--- config.mk ---
export PLATFORM = sky130hd
export DESIGN_NAME = hdlc_poll_response_receive_modes
export DESIGN_NICKNAME = d
export VERILOG_FILES = /design/src/pkg/hdlc_pkg.sv /design/src/logic/hdlc_poll_response_receive_modes.sv
export SDC_FILE = /design/constraint.sdc
export NUM_CORES = 1
export LEC_CHECK = 0
export BUFFER_PORTS_ARGS = -buffer_cell sky130_fd_sc_hd__buf_2
export CORE_MARGIN = 2
export CORE_UTILIZATION = 45
export CTS_CLUSTER_DIAMETER = 30
export CTS_CLUSTER_SIZE = 24
export DETAILED_ROUTE_END_ITERATION = 16
export PLACE_DENSITY_LB_ADDON = 0.05
export SYNTH_ARGS = -nofsm -noshare
export SYNTH_HDL_FRONTEND = slang
export SYNTH_SLANG_ARGS = --single-unit
--- constraint.sdc ---
create_clock -name clock_i -period 7.5 [get_ports clock_i]
set_clock_uncertainty 0.05 [all_clocks]
set_input_delay 0.75 -clock clock_i [delete_from_list [all_inputs] [get_ports clock_i]]
set_output_delay 0.75 -clock clock_i [all_outputs]
set_load 0.01 [all_outputs]
--- src/pkg/hdlc_pkg.sv ---
`default_nettype none
package hdlc_pkg;
  // ----------------------------------------------------------------
  // mode codes {mode_select_hi, mode_select_lo, address_mode_bit}
  // ----------------------------------------------------------------
  localparam logic [1:0] MODE_AUTO_HI    = 2'h0;
  localparam logic [1:0] MODE_NONAUTO_HI = 2'h1;
  localparam logic [1:0] MODE_EXT_HI     = 2'h3;
  localparam logic [2:0] MODE_TRANSP0    = 3'h4;
  localparam logic [2:0] MODE_TRANSP1    = 3'h5;
  localparam logic [2:0] MODE_EXT1       = 3'h7;

  // ----------------------------------------------------------------
  // addresses, control field and command byte decoding
  // ----------------------------------------------------------------
  localparam logic [7:0] GROUP_ADDR_A  = 8'hfc;
  localparam logic [7:0] GROUP_ADDR_B  = 8'hfe;
  localparam logic [3:0] RR_CTRL_LOW   = 4'h1;
  localparam int         POLL_BIT      = 4;
  localparam logic [3:0] CMD_PREP_NIB  = 4'ha;
  localparam logic [3:0] CMD_ACK_NIB_A = 4'hd;
  localparam logic [3:0] CMD_ACK_NIB_B = 4'he;
  localparam logic [2:0] CNT_DATA      = 3'h4;

  // ----------------------------------------------------------------
  // control response byte 1 0 1 auto_repeat_enable 0 0 dov 1
  // ----------------------------------------------------------------
  localparam logic [7:0] CTRL_RESP_BASE = 8'ha1;
  localparam int         AUTO_REPEAT_ENABLE_BIT       = 4;
  localparam int         DOV_BIT        = 1;

  // ----------------------------------------------------------------
  // receive status byte layout
  // ----------------------------------------------------------------
  localparam int STA_RDO_BIT = 6;
  localparam int STA_CRC_BIT = 5;
  localparam int STA_RAB_BIT = 4;

  // ----------------------------------------------------------------
  // receive fifo geometry
  // ----------------------------------------------------------------
  localparam logic [6:0] FIFO_BYTES = 7'h40;
  localparam logic [6:0] POOL_BYTES = 7'h20;
  localparam logic [4:0] POOL_LAST  = 5'h1f;

  typedef enum logic [1:0] {
    RESP_NONE  = 2'b00,
    RESP_RR    = 2'b01,
    RESP_CTRL  = 2'b10,
    RESP_IDATA = 2'b11
  } resp_kind_t;
endpackage : hdlc_pkg
`default_nettype wire

--- src/logic/hdlc_poll_response_receive_modes.sv ---
`timescale 1ns/100ps
`default_nettype none
module hdlc_poll_response_receive_modes (
  input  wire logic                clock_i,
  input  wire logic                rst_n_i,
  input  wire logic                ce_i,
  input  wire logic                mode_select_hi_i,
  input  wire logic                mode_select_lo_i,
  input  wire logic                address_mode_bit_i,
  input  wire logic                auto_repeat_enable_i,
  input  wire logic [7:0]          rx_high_address_a_i,
  input  wire logic [7:0]          rx_high_address_b_i,
  input  wire logic [7:0]          rx_low_address_a_i,
  input  wire logic [7:0]          rx_low_address_b_i,
  input  wire logic                transmit_direct_cmd_i,
  input  wire logic                transmit_prepared_cmd_i,
  input  wire logic                tx_pool_free_i,
  input  wire logic                rx_pool_ack_i,
  input  wire logic                rx_frame_start_i,
  input  wire logic                rx_byte_valid_i,
  input  wire logic [7:0]          rx_byte_i,
  input  wire logic                rx_frame_end_i,
  input  wire logic                rx_crc_error_i,
  input  wire logic                rx_abort_i,
  output logic                     receive_fifo_wr_o,
  output logic [7:0]               receive_fifo_data_o,
  output logic [7:0]               rx_low_address_reg_o,
  output logic [7:0]               rx_control_field_reg_o,
  output logic [7:0]               rx_status_byte_o,
  output logic                     rx_message_end_irq_o,
  output logic                     rx_pool_full_irq_o,
  output logic                     rx_frame_overflow_irq_o,
  output logic                     tx_pool_ready_irq_o,
  output logic                     tx_message_repeat_irq_o,
  output logic                     tx_fifo_reset_o,
  output logic                     tx_fifo_writable_o,
  output logic                     resp_valid_o,
  output var hdlc_pkg::resp_kind_t resp_kind_o,
  output logic [7:0]               resp_ctrl_byte_o,
  output logic                     framing_bypass_o
);
  import hdlc_pkg::*;

  // ----------------------------------------------------------------
  // state
  // ----------------------------------------------------------------
  logic [2:0] cnt_reg;
  logic [6:0] level_reg;
  logic       addr_ok_reg;
  logic       store_reg;
  logic       cmd_prep_reg;
  logic       cmd_ack_reg;
  logic       frame_keep_reg;
  logic       frame_ovf_reg;
  logic       ovf_hold_reg;
  logic       direct_loaded_reg;
  logic       prep_loaded_reg;
  logic       sent_reg;

  // ----------------------------------------------------------------
  // mode and byte position decoding
  // ----------------------------------------------------------------
  wire logic [2:0] mode     = {mode_select_hi_i, mode_select_lo_i, address_mode_bit_i};
  wire logic is_auto        = (mode[2:1] == MODE_AUTO_HI);
  wire logic is_nonauto     = (mode[2:1] == MODE_NONAUTO_HI);
  wire logic is_t0          = (mode == MODE_TRANSP0);
  wire logic is_t1          = (mode == MODE_TRANSP1);
  wire logic is_ext         = (mode[2:1] == MODE_EXT_HI);
  wire logic two_byte       = address_mode_bit_i & (is_auto | is_nonauto);
  wire logic byte_ev        = ce_i & rx_byte_valid_i;
  wire logic end_ev         = ce_i & rx_frame_end_i & ~is_ext;
  // position of the control field after the opening flag
  wire logic [2:0] ctrl_idx = is_t0 ? 3'h1 : ((is_t1 | two_byte) ? 3'h2 : 3'h1);
  wire logic [2:0] low_idx  = ctrl_idx - 3'h1;
  wire logic [2:0] cmd_idx  = ctrl_idx + 3'h1;

  // address recognition, group addresses only on the high byte
  wire logic hi_match = (rx_byte_i == rx_high_address_a_i) | (rx_byte_i == rx_high_address_b_i)
                      | (rx_byte_i == GROUP_ADDR_A) | (rx_byte_i == GROUP_ADDR_B);
  wire logic lo_match = (rx_byte_i == rx_low_address_a_i) | (rx_byte_i == rx_low_address_b_i);
  wire logic addr_bad = ((two_byte | is_t1) & (cnt_reg == 3'h0) & ~hi_match)
                      | ((is_auto | is_nonauto) & (cnt_reg == low_idx) & ~lo_match);
  wire logic addr_ok_now = addr_ok_reg & ~addr_bad;
  wire logic ctrl_pos    = ~is_ext & (cnt_reg == ctrl_idx);
  wire logic low_pos     = is_ext | (cnt_reg == low_idx);
  wire logic cmd_pos     = is_auto & (cnt_reg == cmd_idx);

  // command byte classes, first data byte of an auto-mode i-frame
  wire logic is_iframe = ~rx_control_field_reg_o[0];
  wire logic byte_prep = (rx_byte_i[7:4] == CMD_PREP_NIB);
  wire logic byte_ack  = (rx_byte_i[7:4] == CMD_ACK_NIB_A) | (rx_byte_i[7:4] == CMD_ACK_NIB_B);
  wire logic auto_keep = cmd_pos ? (is_iframe & ~byte_prep & ~byte_ack) : store_reg;

  // ----------------------------------------------------------------
  // receive fifo writes and fill level
  // ----------------------------------------------------------------
  wire logic store_byte = addr_ok_now & (is_t0
                        | (is_t1 & (cnt_reg != 3'h0))
                        | (is_nonauto & (cnt_reg >= ctrl_idx))
                        | (is_auto & (cnt_reg > ctrl_idx) & auto_keep));
  wire logic data_want  = byte_ev & ((~is_ext & store_byte) | (mode == MODE_EXT1));
  wire logic stat_want  = end_ev & frame_keep_reg;
  wire logic fifo_full  = (level_reg == FIFO_BYTES);
  wire logic wr_ok      = (data_want | stat_want) & ~fifo_full;
  wire logic ovf_now    = (data_want | stat_want) & fifo_full;
  wire logic rx_data_overflow_bit        = frame_ovf_reg | ovf_now;
  wire logic [7:0] status_byte = ({7'h0, rx_data_overflow_bit} << STA_RDO_BIT)
                               | ({7'h0, rx_crc_error_i} << STA_CRC_BIT)
                               | ({7'h0, rx_abort_i} << STA_RAB_BIT);
  // a pool is released in whole, or whatever is left below a pool
  wire logic [6:0] release_n = (ce_i & rx_pool_ack_i)
                             ? ((level_reg < POOL_BYTES) ? level_reg : POOL_BYTES) : 7'h0;
  wire logic [6:0] level_next = level_reg + {6'h0, wr_ok} - release_n;
  wire logic pool_fill = wr_ok & (level_reg[4:0] == POOL_LAST);

  // ----------------------------------------------------------------
  // auto-mode frame end evaluation and response choice
  // ----------------------------------------------------------------
  wire logic good_end = end_ev & is_auto & addr_ok_reg & ~rx_crc_error_i & ~rx_abort_i;
  wire logic poll     = rx_control_field_reg_o[POLL_BIT];
  wire logic is_rr    = (rx_control_field_reg_o[3:0] == RR_CTRL_LOW);
  wire logic rr_poll  = good_end & is_rr & poll;
  wire logic rr_ack   = good_end & is_rr & ~poll;
  wire logic i_poll   = good_end & is_iframe & poll;
  wire logic prep_send   = i_poll & cmd_prep_reg & prep_loaded_reg;
  wire logic direct_send = rr_poll & direct_loaded_reg
                         & (~sent_reg | auto_repeat_enable_i);
  wire logic repeat_irq  = rr_poll & direct_loaded_reg & sent_reg
                         & ~auto_repeat_enable_i;
  wire logic pool_ack    = rr_ack
                         | (good_end & is_iframe & cmd_ack_reg & prep_loaded_reg);
  wire logic overflow_indication_bit         = ovf_hold_reg | rx_data_overflow_bit;
  wire logic [7:0] ctrl_resp = CTRL_RESP_BASE
                             | ({7'h0, auto_repeat_enable_i} << AUTO_REPEAT_ENABLE_BIT)
                             | ({7'h0, overflow_indication_bit} << DOV_BIT);
  // data frames outrank the rr and control answers
  wire resp_kind_t kind_next = (prep_send | direct_send) ? RESP_IDATA
                             : (rr_poll & ~direct_loaded_reg) ? RESP_RR
                             : i_poll ? RESP_CTRL : RESP_NONE;
  wire logic tx_commit = transmit_direct_cmd_i | transmit_prepared_cmd_i;

  // ----------------------------------------------------------------
  // frame parsing state
  // ----------------------------------------------------------------
  always_ff @(posedge clock_i) begin
    if (!rst_n_i) begin
      cnt_reg        <= 3'h0;
      addr_ok_reg    <= 1'b0;
      store_reg      <= 1'b0;
      cmd_prep_reg   <= 1'b0;
      cmd_ack_reg    <= 1'b0;
      frame_keep_reg <= 1'b0;
      frame_ovf_reg  <= 1'b0;
    end else if (ce_i && rx_frame_start_i) begin
      cnt_reg        <= 3'h0;
      addr_ok_reg    <= 1'b1;
      store_reg      <= 1'b0;
      cmd_prep_reg   <= 1'b0;
      cmd_ack_reg    <= 1'b0;
      frame_keep_reg <= 1'b0;
      frame_ovf_reg  <= 1'b0;
    end else if (ce_i) begin
      if (byte_ev && cnt_reg != CNT_DATA) cnt_reg <= cnt_reg + 3'h1;
      if (byte_ev) addr_ok_reg <= addr_ok_now;
      if (byte_ev && cmd_pos) begin
        store_reg    <= auto_keep;
        cmd_prep_reg <= is_iframe & byte_prep;
        cmd_ack_reg  <= is_iframe & byte_ack;
      end
      if (data_want) frame_keep_reg <= 1'b1;
      if (ovf_now) frame_ovf_reg <= 1'b1;
    end
  end

  // ----------------------------------------------------------------
  // captured fields and receive fifo port
  // ----------------------------------------------------------------
  always_ff @(posedge clock_i) begin
    if (!rst_n_i) begin
      rx_low_address_reg_o   <= 8'h00;
      rx_control_field_reg_o <= 8'h00;
      rx_status_byte_o       <= 8'h00;
      receive_fifo_wr_o      <= 1'b0;
      receive_fifo_data_o    <= 8'h00;
    end else if (ce_i) begin
      if (byte_ev && low_pos) rx_low_address_reg_o <= rx_byte_i;
      if (byte_ev && ctrl_pos) rx_control_field_reg_o <= rx_byte_i;
      if (stat_want) rx_status_byte_o <= status_byte;
      receive_fifo_wr_o   <= wr_ok;
      receive_fifo_data_o <= stat_want ? status_byte : rx_byte_i;
    end
  end

  // ----------------------------------------------------------------
  // fill level and overflow hold; a new overflow beats the release
  // ----------------------------------------------------------------
  always_ff @(posedge clock_i) begin
    if (!rst_n_i) begin
      level_reg    <= 7'h0;
      ovf_hold_reg <= 1'b0;
    end else if (ce_i) begin
      level_reg <= level_next;
      if (ovf_now) ovf_hold_reg <= 1'b1;
      else if (level_next == 7'h0) ovf_hold_reg <= 1'b0;
    end
  end

  // ----------------------------------------------------------------
  // transmit bookkeeping; the tx fifo itself lives outside and is
  // only reset on acknowledge or forced reload, never on a resend
  // ----------------------------------------------------------------
  always_ff @(posedge clock_i) begin
    if (!rst_n_i) begin
      direct_loaded_reg  <= 1'b0;
      prep_loaded_reg    <= 1'b0;
      sent_reg           <= 1'b0;
      tx_fifo_writable_o <= 1'b1;
    end else if (ce_i) begin
      if (transmit_direct_cmd_i) direct_loaded_reg <= 1'b1;
      else if (pool_ack || repeat_irq) direct_loaded_reg <= 1'b0;
      if (transmit_prepared_cmd_i) prep_loaded_reg <= 1'b1;
      else if (pool_ack) prep_loaded_reg <= 1'b0;
      if (tx_commit || pool_ack || repeat_irq) sent_reg <= 1'b0;
      else if (direct_send || prep_send) sent_reg <= 1'b1;
      // a cpu commit wins over a pool freed by the transmitter
      if (tx_commit) tx_fifo_writable_o <= 1'b0;
      else if (pool_ack || repeat_irq || tx_pool_free_i) tx_fifo_writable_o <= 1'b1;
    end
  end

  // ----------------------------------------------------------------
  // event pulses and response request
  // ----------------------------------------------------------------
  always_ff @(posedge clock_i) begin
    if (!rst_n_i) begin
      rx_message_end_irq_o    <= 1'b0;
      rx_pool_full_irq_o      <= 1'b0;
      rx_frame_overflow_irq_o <= 1'b0;
      tx_pool_ready_irq_o     <= 1'b0;
      tx_message_repeat_irq_o <= 1'b0;
      tx_fifo_reset_o         <= 1'b0;
      resp_valid_o            <= 1'b0;
      resp_kind_o             <= RESP_NONE;
      resp_ctrl_byte_o        <= 8'h00;
      framing_bypass_o        <= 1'b0;
    end else if (ce_i) begin
      rx_message_end_irq_o    <= stat_want;
      rx_pool_full_irq_o      <= pool_fill;
      rx_frame_overflow_irq_o <= (rr_poll | i_poll) & ovf_hold_reg;
      tx_pool_ready_irq_o     <= pool_ack | tx_pool_free_i;
      tx_message_repeat_irq_o <= repeat_irq;
      tx_fifo_reset_o         <= pool_ack | repeat_irq;
      resp_valid_o            <= (kind_next != RESP_NONE);
      resp_kind_o             <= kind_next;
      resp_ctrl_byte_o        <= ctrl_resp;
      framing_bypass_o        <= is_ext;
    end
  end

  // ----------------------------------------------------------------
  // assertions
  // ----------------------------------------------------------------
  property p_rr_ack;
    @(posedge clock_i) disable iff (!rst_n_i)
      rr_ack |=> tx_pool_ready_irq_o && tx_fifo_reset_o && tx_fifo_writable_o;
  endproperty
  a_rr_ack: assert property (p_rr_ack) else $error("rr ack not handled");

  property p_rr_resp;
    @(posedge clock_i) disable iff (!rst_n_i)
      (rr_poll && !direct_loaded_reg) |=> resp_valid_o && (resp_kind_o == RESP_RR);
  endproperty
  a_rr_resp: assert property (p_rr_resp) else $error("rr response missing");

  property p_prep;
    @(posedge clock_i) disable iff (!rst_n_i)
      (i_poll && cmd_prep_reg && prep_loaded_reg) |=> (resp_kind_o == RESP_IDATA);
  endproperty
  a_prep: assert property (p_prep) else $error("prepared data not sent");

  property p_cmd_ack;
    @(posedge clock_i) disable iff (!rst_n_i)
      (good_end && is_iframe && cmd_ack_reg && prep_loaded_reg)
        |=> tx_pool_ready_irq_o && tx_fifo_reset_o && !prep_loaded_reg;
  endproperty
  a_cmd_ack: assert property (p_cmd_ack) else $error("command ack ignored");

  property p_level;
    @(posedge clock_i) disable iff (!rst_n_i)
      level_reg <= FIFO_BYTES;
  endproperty
  a_level: assert property (p_level) else $error("fifo level past capacity");

  property p_pool_full;
    @(posedge clock_i) disable iff (!rst_n_i)
      (wr_ok && level_reg == 7'h1f) |=> rx_pool_full_irq_o && receive_fifo_wr_o;
  endproperty
  a_pool_full: assert property (p_pool_full) else $error("pool full missing");

  property p_ext_low;
    @(posedge clock_i) disable iff (!rst_n_i)
      (byte_ev && is_ext) |=> rx_low_address_reg_o == $past(rx_byte_i);
  endproperty
  a_ext_low: assert property (p_ext_low) else $error("ext byte not captured");

  property p_rfo;
    @(posedge clock_i) disable iff (!rst_n_i)
      ((rr_poll || i_poll) && ovf_hold_reg) |=> rx_frame_overflow_irq_o;
  endproperty
  a_rfo: assert property (p_rfo) else $error("frame overflow irq missing");

  property p_repeat;
    @(posedge clock_i) disable iff (!rst_n_i)
      (rr_poll && sent_reg && direct_loaded_reg && !auto_repeat_enable_i)
        |=> tx_message_repeat_irq_o && !resp_valid_o;
  endproperty
  a_repeat: assert property (p_repeat) else $error("repeat irq missing");

  property p_t0_store;
    @(posedge clock_i) disable iff (!rst_n_i)
      (byte_ev && is_t0 && !rx_frame_start_i && addr_ok_reg && !fifo_full)
        |=> receive_fifo_wr_o;
  endproperty
  a_t0_store: assert property (p_t0_store) else $error("transparent byte lost");
endmodule : hdlc_poll_response_receive_modes
`default_nettype wire

After elaboration in Yosys (flattened, before gate mapping) --
Cells that the tools add are included.
Storage, ports and cells: input bits 56, bits in registers 72, logic and storage cells 202, output and inout port bits 52
Operators by class: reduce and logical (&&, ||, !) cells 36, order comparisons 3, multiplexer cells 22, bitwise logic cells 87, add/sub/neg operators 5, eq/ne operators 21
Operators with widths (number):
- $and 1x1->1 | 46
- $eq 8x8->1 | 4
- $reduce_and 2->1 | 13
- $or 1x1->1 | 23
- $eq 8x8->1 const B | 2
- $reduce_bool 2->1 | 8
- $not 1->1 | 15
- $mux 1 | 14
- $mux 7 | 2
- $eq 4x4->1 const B | 3
- $mux 2 | 5
- $eq 3x3->1 const B | 3
- $mux 8 | 1
- $or 8x2->8 | 1
- $add 7x1->7 | 1
- $eq 7x7->1 const B | 1
- $logic_not 7->1 | 1
- $lt 7x6->1 const B | 1
- $or 7x5->7 | 1
- $or 7x6->7 | 1
- $sub 7x7->7 | 1
- $eq 3x3->1 | 2
- $eq 5x5->1 const B | 1
- $logic_and 1x1->1 | 5
- other kinds (15) | 19

Logic depth before layout (Yosys ltp) --
depth after elaboration 24, mapped depth 22, mapped depth without buffers 22

Least setup slack after synthesis --
Ideal clock, no wire load.
path type input port to flip-flop, start in mode_select_lo_i, end reg ovf_hold_reg, required time 7.319 ns, stages on the path 22, path slack 2.667 ns, library setup time 0.131 ns, buffers on the path 0, arrival 4.652 ns, cells stage by stage nand2_1 nand2_1 inv_1 ha_1 xnor2_1 nand3_1 mux2i_1 o41a_1 nor4_2 a311oi_2 or2_1 ha_1 inv_1 ha_1 fa_1 a21o_1 a21oi_1 o21bai_1 a21oi_1 xnor2_1 o311ai_0 o21ai_1
Between the ends: word-level cells in the longest chain between the ends 24, elaborated cells on any way between the ends 49, those cells by class add/sub (4); order compare (2); eq/ne (7); mux (4); bitwise (28); reduce/logical (4)
Ends and longest elaborated chain:
- start: declaration | RTL line hdlc_poll_response_receive_modes.sv:8 | input wire logic mode_select_lo_i,
- $eq 2x1->1 or $logic_not 2->1 (tied branches) | RTL line hdlc_poll_response_receive_modes.sv:65, hdlc_poll_response_receive_modes.sv:64
- $or 1x1->1 | RTL line hdlc_poll_response_receive_modes.sv:69, hdlc_poll_response_receive_modes.sv:82
- $and 1x1->1 | RTL line hdlc_poll_response_receive_modes.sv:69 | wire logic two_byte = address_mode_bit_i & (is_auto | is_nonauto);
- $or 1x1->1 | RTL line hdlc_poll_response_receive_modes.sv:73, hdlc_poll_response_receive_modes.sv:81
- $mux 2 (2 in a row) | RTL line hdlc_poll_response_receive_modes.sv:73 | wire logic [2:0] ctrl_idx = is_t0 ? 3'h1 : ((is_t1 | two_byte) ? 3'h2 : 3'h1);
- $sub 2x1->3 | RTL line hdlc_poll_response_receive_modes.sv:74 | wire logic [2:0] low_idx = ctrl_idx - 3'h1;
- $eq 3x3->1 | RTL line hdlc_poll_response_receive_modes.sv:82 | | ((is_auto | is_nonauto) & (cnt_reg == low_idx) & ~lo_match);
- $and 1x1->1 (2 in a row) | RTL line hdlc_poll_response_receive_modes.sv:82
- [... 6 more ...]
- $and 1x1->1 | RTL line hdlc_poll_response_receive_modes.sv:101 | wire logic data_want = byte_ev & ((~is_ext & store_byte) | (mode == MODE_EXT1));
- $or 1x1->1 (*) | RTL line hdlc_poll_response_receive_modes.sv:104, hdlc_poll_response_receive_modes.sv:105
- $and 1x1->1 | RTL line hdlc_poll_response_receive_modes.sv:104 | wire logic wr_ok = (data_want | stat_want) & ~fifo_full;
- $add 7x1->7 | RTL line hdlc_poll_response_receive_modes.sv:113 | wire logic [6:0] level_next = level_reg + {6'h0, wr_ok} - release_n;
- $sub 7x7->7 | RTL line hdlc_poll_response_receive_modes.sv:113
- $logic_not 7->1 | RTL line hdlc_poll_response_receive_modes.sv:204 | else if (level_next == 7'h0) ovf_hold_reg <= 1'b0;
- $reduce_bool 2->1 (no source line)
- $reduce_and 2->1 (no source line)
- end signal: assignment | RTL line hdlc_poll_response_receive_modes.sv:200 | ovf_hold_reg <= 1'b0;
- end signal: assignment | RTL line hdlc_poll_response_receive_modes.sv:203 | if (ovf_now) ovf_hold_reg <= 1'b1;
- end signal: assignment | RTL line hdlc_poll_response_receive_modes.sv:204
- end: declaration | RTL line hdlc_poll_response_receive_modes.sv:55 | logic ovf_hold_reg;
Every way passes the cells marked *; elsewhere a longest branch is shown, timed or not. A chain may end at the register's enable or synchronous reset.

Worst setup path after layout --
start in mode_select_hi_i, end reg ovf_hold_reg
Between the ends: word-level cells in the longest chain between the ends 24, elaborated cells on any way between the ends 49, those cells by class add/sub (4); order compare (2); eq/ne (7); mux (4); bitwise (28); reduce/logical (4)
Ends and longest elaborated chain:
- start: declaration | RTL line hdlc_poll_response_receive_modes.sv:7 | input wire logic mode_select_hi_i,
- $eq 2x1->1 or $logic_not 2->1 (tied branches) | RTL line hdlc_poll_response_receive_modes.sv:65, hdlc_poll_response_receive_modes.sv:64
- $or 1x1->1 | RTL line hdlc_poll_response_receive_modes.sv:69, hdlc_poll_response_receive_modes.sv:82
- $and 1x1->1 | RTL line hdlc_poll_response_receive_modes.sv:69
- $or 1x1->1 | RTL line hdlc_poll_response_receive_modes.sv:73, hdlc_poll_response_receive_modes.sv:81
- $mux 2 (2 in a row) | RTL line hdlc_poll_response_receive_modes.sv:73
- $sub 2x1->3 | RTL line hdlc_poll_response_receive_modes.sv:74
- $eq 3x3->1 | RTL line hdlc_poll_response_receive_modes.sv:82
- $and 1x1->1 (2 in a row) | RTL line hdlc_poll_response_receive_modes.sv:82
- [... 6 more ...]
- $and 1x1->1 | RTL line hdlc_poll_response_receive_modes.sv:101
- $or 1x1->1 (*) | RTL line hdlc_poll_response_receive_modes.sv:104, hdlc_poll_response_receive_modes.sv:105
- $and 1x1->1 | RTL line hdlc_poll_response_receive_modes.sv:104
- $add 7x1->7 | RTL line hdlc_poll_response_receive_modes.sv:113
- $sub 7x7->7 | RTL line hdlc_poll_response_receive_modes.sv:113
- $logic_not 7->1 | RTL line hdlc_poll_response_receive_modes.sv:204
- $reduce_bool 2->1 (no source line)
- $reduce_and 2->1 (no source line)
Marks and branches as above.

==> metrics <==
peak supply drop=0.1313 mV; vias in the first global route=3063; reg2reg path depth=20; Nets=570; Starting Density=45.53%; Final min period=5.122 ns; prevailing post-synth register cell=dfxtp_1; placer congestion estimate=0.8363; Slew Limit Headroom=34.28%; RSZ-0062 raised after global routing=false; Die X=94.49 um; Post-synth EDFFs=0; post-synthesis cell count=412; worst slack at placement=2.082 ns; vias per inst=5.149; first-pass GRT wire length=14.64 mm; Req. time, crit path=7.65 ns; die height=94.49 um; H-tree depth=3; sequential area share after synthesis=33.68%; grt ovf=0; synth unique cells=56; total number of vias=3115; Clock Latency Late Sink=0.34 ns; DP Wirelength=6.519 mm; most frequent CP cell=ha_1; DR WL/cell=14.66 um; share of layout cells above drive strength 1=24.20%; Bufs on Longest Clock Path=2; critical path, cell by cell=buf_2, nand2_1, nand2_1, inv_1, ha_1, xnor2_1, nand3_1, mux2i_1, o41a_1, nor4_2, a311oi_2, or2_1, ha_1, inv_1, ha_1, fa_1, a21o_1, a21oi_1, o21bai_1, a21oi_1, xnor2_1, o311ai_0, o21ai_1; Hold Crit Depth=2; Hold Crit Class=register to register; Worst path max stage delay=0.40 ns; drt pass-1 iters=6; # Max-Cap Violations=0; Rows=33; Hold Fails Final Rpt=0; Total Routing Usage GR=20.91%; Synth-to-Final Area Change=18.23%; status=finished, final reports clean; Crit. End Element=register; largest net degree at the start of global routing=59; CTS resizes=0; Syn. warnings=0; synthesized area per cell=8.944 sq um; DRT Wirelength=8.870 mm; Worst setup SP type=input port; highest clock rate=195.2 MHz; CTS tree=done; Num CTS Buffers=9; CORE AREA=8093 sq um; port buffer count=99; Post-Syn Area=3685 sq um; fill count=803; Arr. time, crit path=5.28 ns; root buffer cell=clkbuf_8; Sum Neg Setup Slack=0 ns; CP max FO=8; max-slew violation count=0; largest registers=receive_fifo_data_o x8, rx_control_field_reg_o x8, rx_low_address_reg_o x8; Antenna Violating Nets Remaining=0; fin worst setup slack=2.378 ns; initial DRC count=129; critical path type=input port to register; initial antenna violation count=0; Yosys reg bits=62; clk slew on worst S/H paths=0.08 ns; measured slew at the worst slew-check pin=0.9792 ns; die area=8928 sq um; postcts setup bufs=0; hold bufs inserted after CTS=0; IO Pins=108; diode count=0; final setup vio count=0; crit path max-delay cell type=fa_1; Post-synth ARST share=0%; LEAKAGE=1.926 nW; period utilization=68.29%; P per Cell Area=201.9 nW/um^2; drt drc=0; CTS sink count=62
[logic make-up (layout without fill, tap and decap cells)]
kind of cell / Yosys count / count (layout) / share of synthesized area, %
buf+inv: 48 / 129 / 6.621
mux: 29 / 29 / 7.878
other cells: 1 / 8 / 0.1018
fa+ha+maj: 19 / 19 / 6.655
flops: 62 / 62 / 33.68
xor+xnor: 43 / 43 / 10.22
compound gates: 66 / 66 / 12.70
simple gates: 144 / 144 / 22.14
[per-layer routing]
metal	track usage (%)	routed length, um	vias up
met4	5.314	108	0
li1	-	-	1567
met5	0	0	-
met1	26.57	4266	1459
met2	35.30	4071	76
met3	5.507	424	13
[worst paths after layout]
| path | slack (ns) | end | start |
|---|---|---|---|
| min reg2reg | 0.41 | rx_status_byte_o[4]$_SDFFE_PN0P_ | rx_status_byte_o[4]$_SDFFE_PN0P_ |
| max | 2.38 | ovf_hold_reg$_SDFFE_PN0P_ | mode_select_hi_i |
| max reg2reg | 2.76 | ovf_hold_reg$_SDFFE_PN0P_ | cnt_reg[0]$_SDFFE_PP0P_ |
| min | 0.41 | rx_status_byte_o[4]$_SDFFE_PN0P_ | rx_status_byte_o[4]$_SDFFE_PN0P_ |
[cells in the mapped netlist, types with 3 or more instances]
cell | number | area share, %
xnor2_1 | 41 | 9.7
nor2b_1 | 32 | 5.4
dfxtp_1 | 62 | 34
nand4_1 | 12 | 2.0
nand2b_1 | 15 | 2.5
a31oi_1 | 3 | 0.51
o21ai_1 | 9 | 1.2
nor2_1 | 16 | 1.6
a21oi_1 | 11 | 1.5
ha_1 | 18 | 6.1
and2_1 | 5 | 0.85
inv_1 | 12 | 1.2
clkbuf_1 | 14 | 1.4
a21boi_1 | 13 | 2.6
a22oi_1 | 3 | 0.61
mux2i_1 | 29 | 7.9
nor3_1 | 5 | 0.68
a21o_1 | 3 | 0.61
buf_2 | 9 | 1.2
buf_4 | 10 | 2.0
o21a_1 | 3 | 0.61
nand3_1 | 8 | 1.1
nand2_1 | 32 | 3.3
[report_power, final]
group | internal (mW) | total [mW] | switching (mW) | leakage [nW]
Clock | 0.165 | 0.305 | 0.140 | 0.103
Sequential | 0.346 | 0.362 | 0.0158 | 0.505
Combinational | 0.102 | 0.213 | 0.111 | 1.32
Total | 0.612 | 0.880 | 0.267 | 1.93
[cells in the final DEF, fill, tap and decap left out, types with 2 or more instances in the layout]
master	count
nand2_1	32
xnor2_1	41
a31oi_1	3
o21ai_0	2
o31a_1	2
inv_1	12
nor2b_1	32
nand3b_1	2
nand4_1	12
o211ai_1	2
o22ai_1	2
nor3_1	5
mux2i_1	29
o21a_1	3
o211a_1	2
o21ai_1	9
a311oi_2	2
and2_1	5
buf_2	99
inv_6	2
nand2b_1	15
clkbuf_8	10
ha_1	18
nor4_1	2
or2_1	2
nor3b_1	2
or4b_1	2
nand3_1	8
nor2_1	16
a21oi_1	11
o21bai_1	2
a22oi_1	3
conb_1	8
a21boi_1	13
dfxtp_1	62
a21o_1	3
xor2_1	2
[worst max-delay path: cells and delay by family]
| kind | cells | cell delay, ns |
|---|---|---|
| muxes | 1 | 0.15 |
| buffers and inverters | 3 | 0.24 |
| adders and majority gates | 4 | 1.16 |
| and+or+nand+nor | 5 | 1.04 |
| xor gates and xnor gates | 2 | 0.33 |
| AOI/OAI and AO/OA | 8 | 1.59 |
[per-stage QoR]
stage               instances  util, %  power, mW  hold slack (ns)  area (sq um)
finish                    605    53.83     0.8797           0.4108          4357
global route              605    53.83     0.9290           0.4362          4357
CTS                       605    53.83     0.8881           0.4109          4357
detailed placement        589    51.28     0.5835           0.4000          4150
global placement          589    51.28     0.5806           0.3919          4150
floorplan                 419        -     0.5311           0.3841          3711
[cell type report]
type | instances | area, sq um | share of cell area (%)
sequential | 62 | 1241 | 28.49
clock buffer | 10 | 137.6 | 3.159
inverter | 13 | 48.80 | 1.120
clock inverter | 6 | 68.82 | 1.580
multi-input combinational | 309 | 2226 | 51.09
tap | 105 | 131.4 | 3.016
timing repair buffer | 100 | 503.0 | 11.55
(Power assumes the default switching activity.)
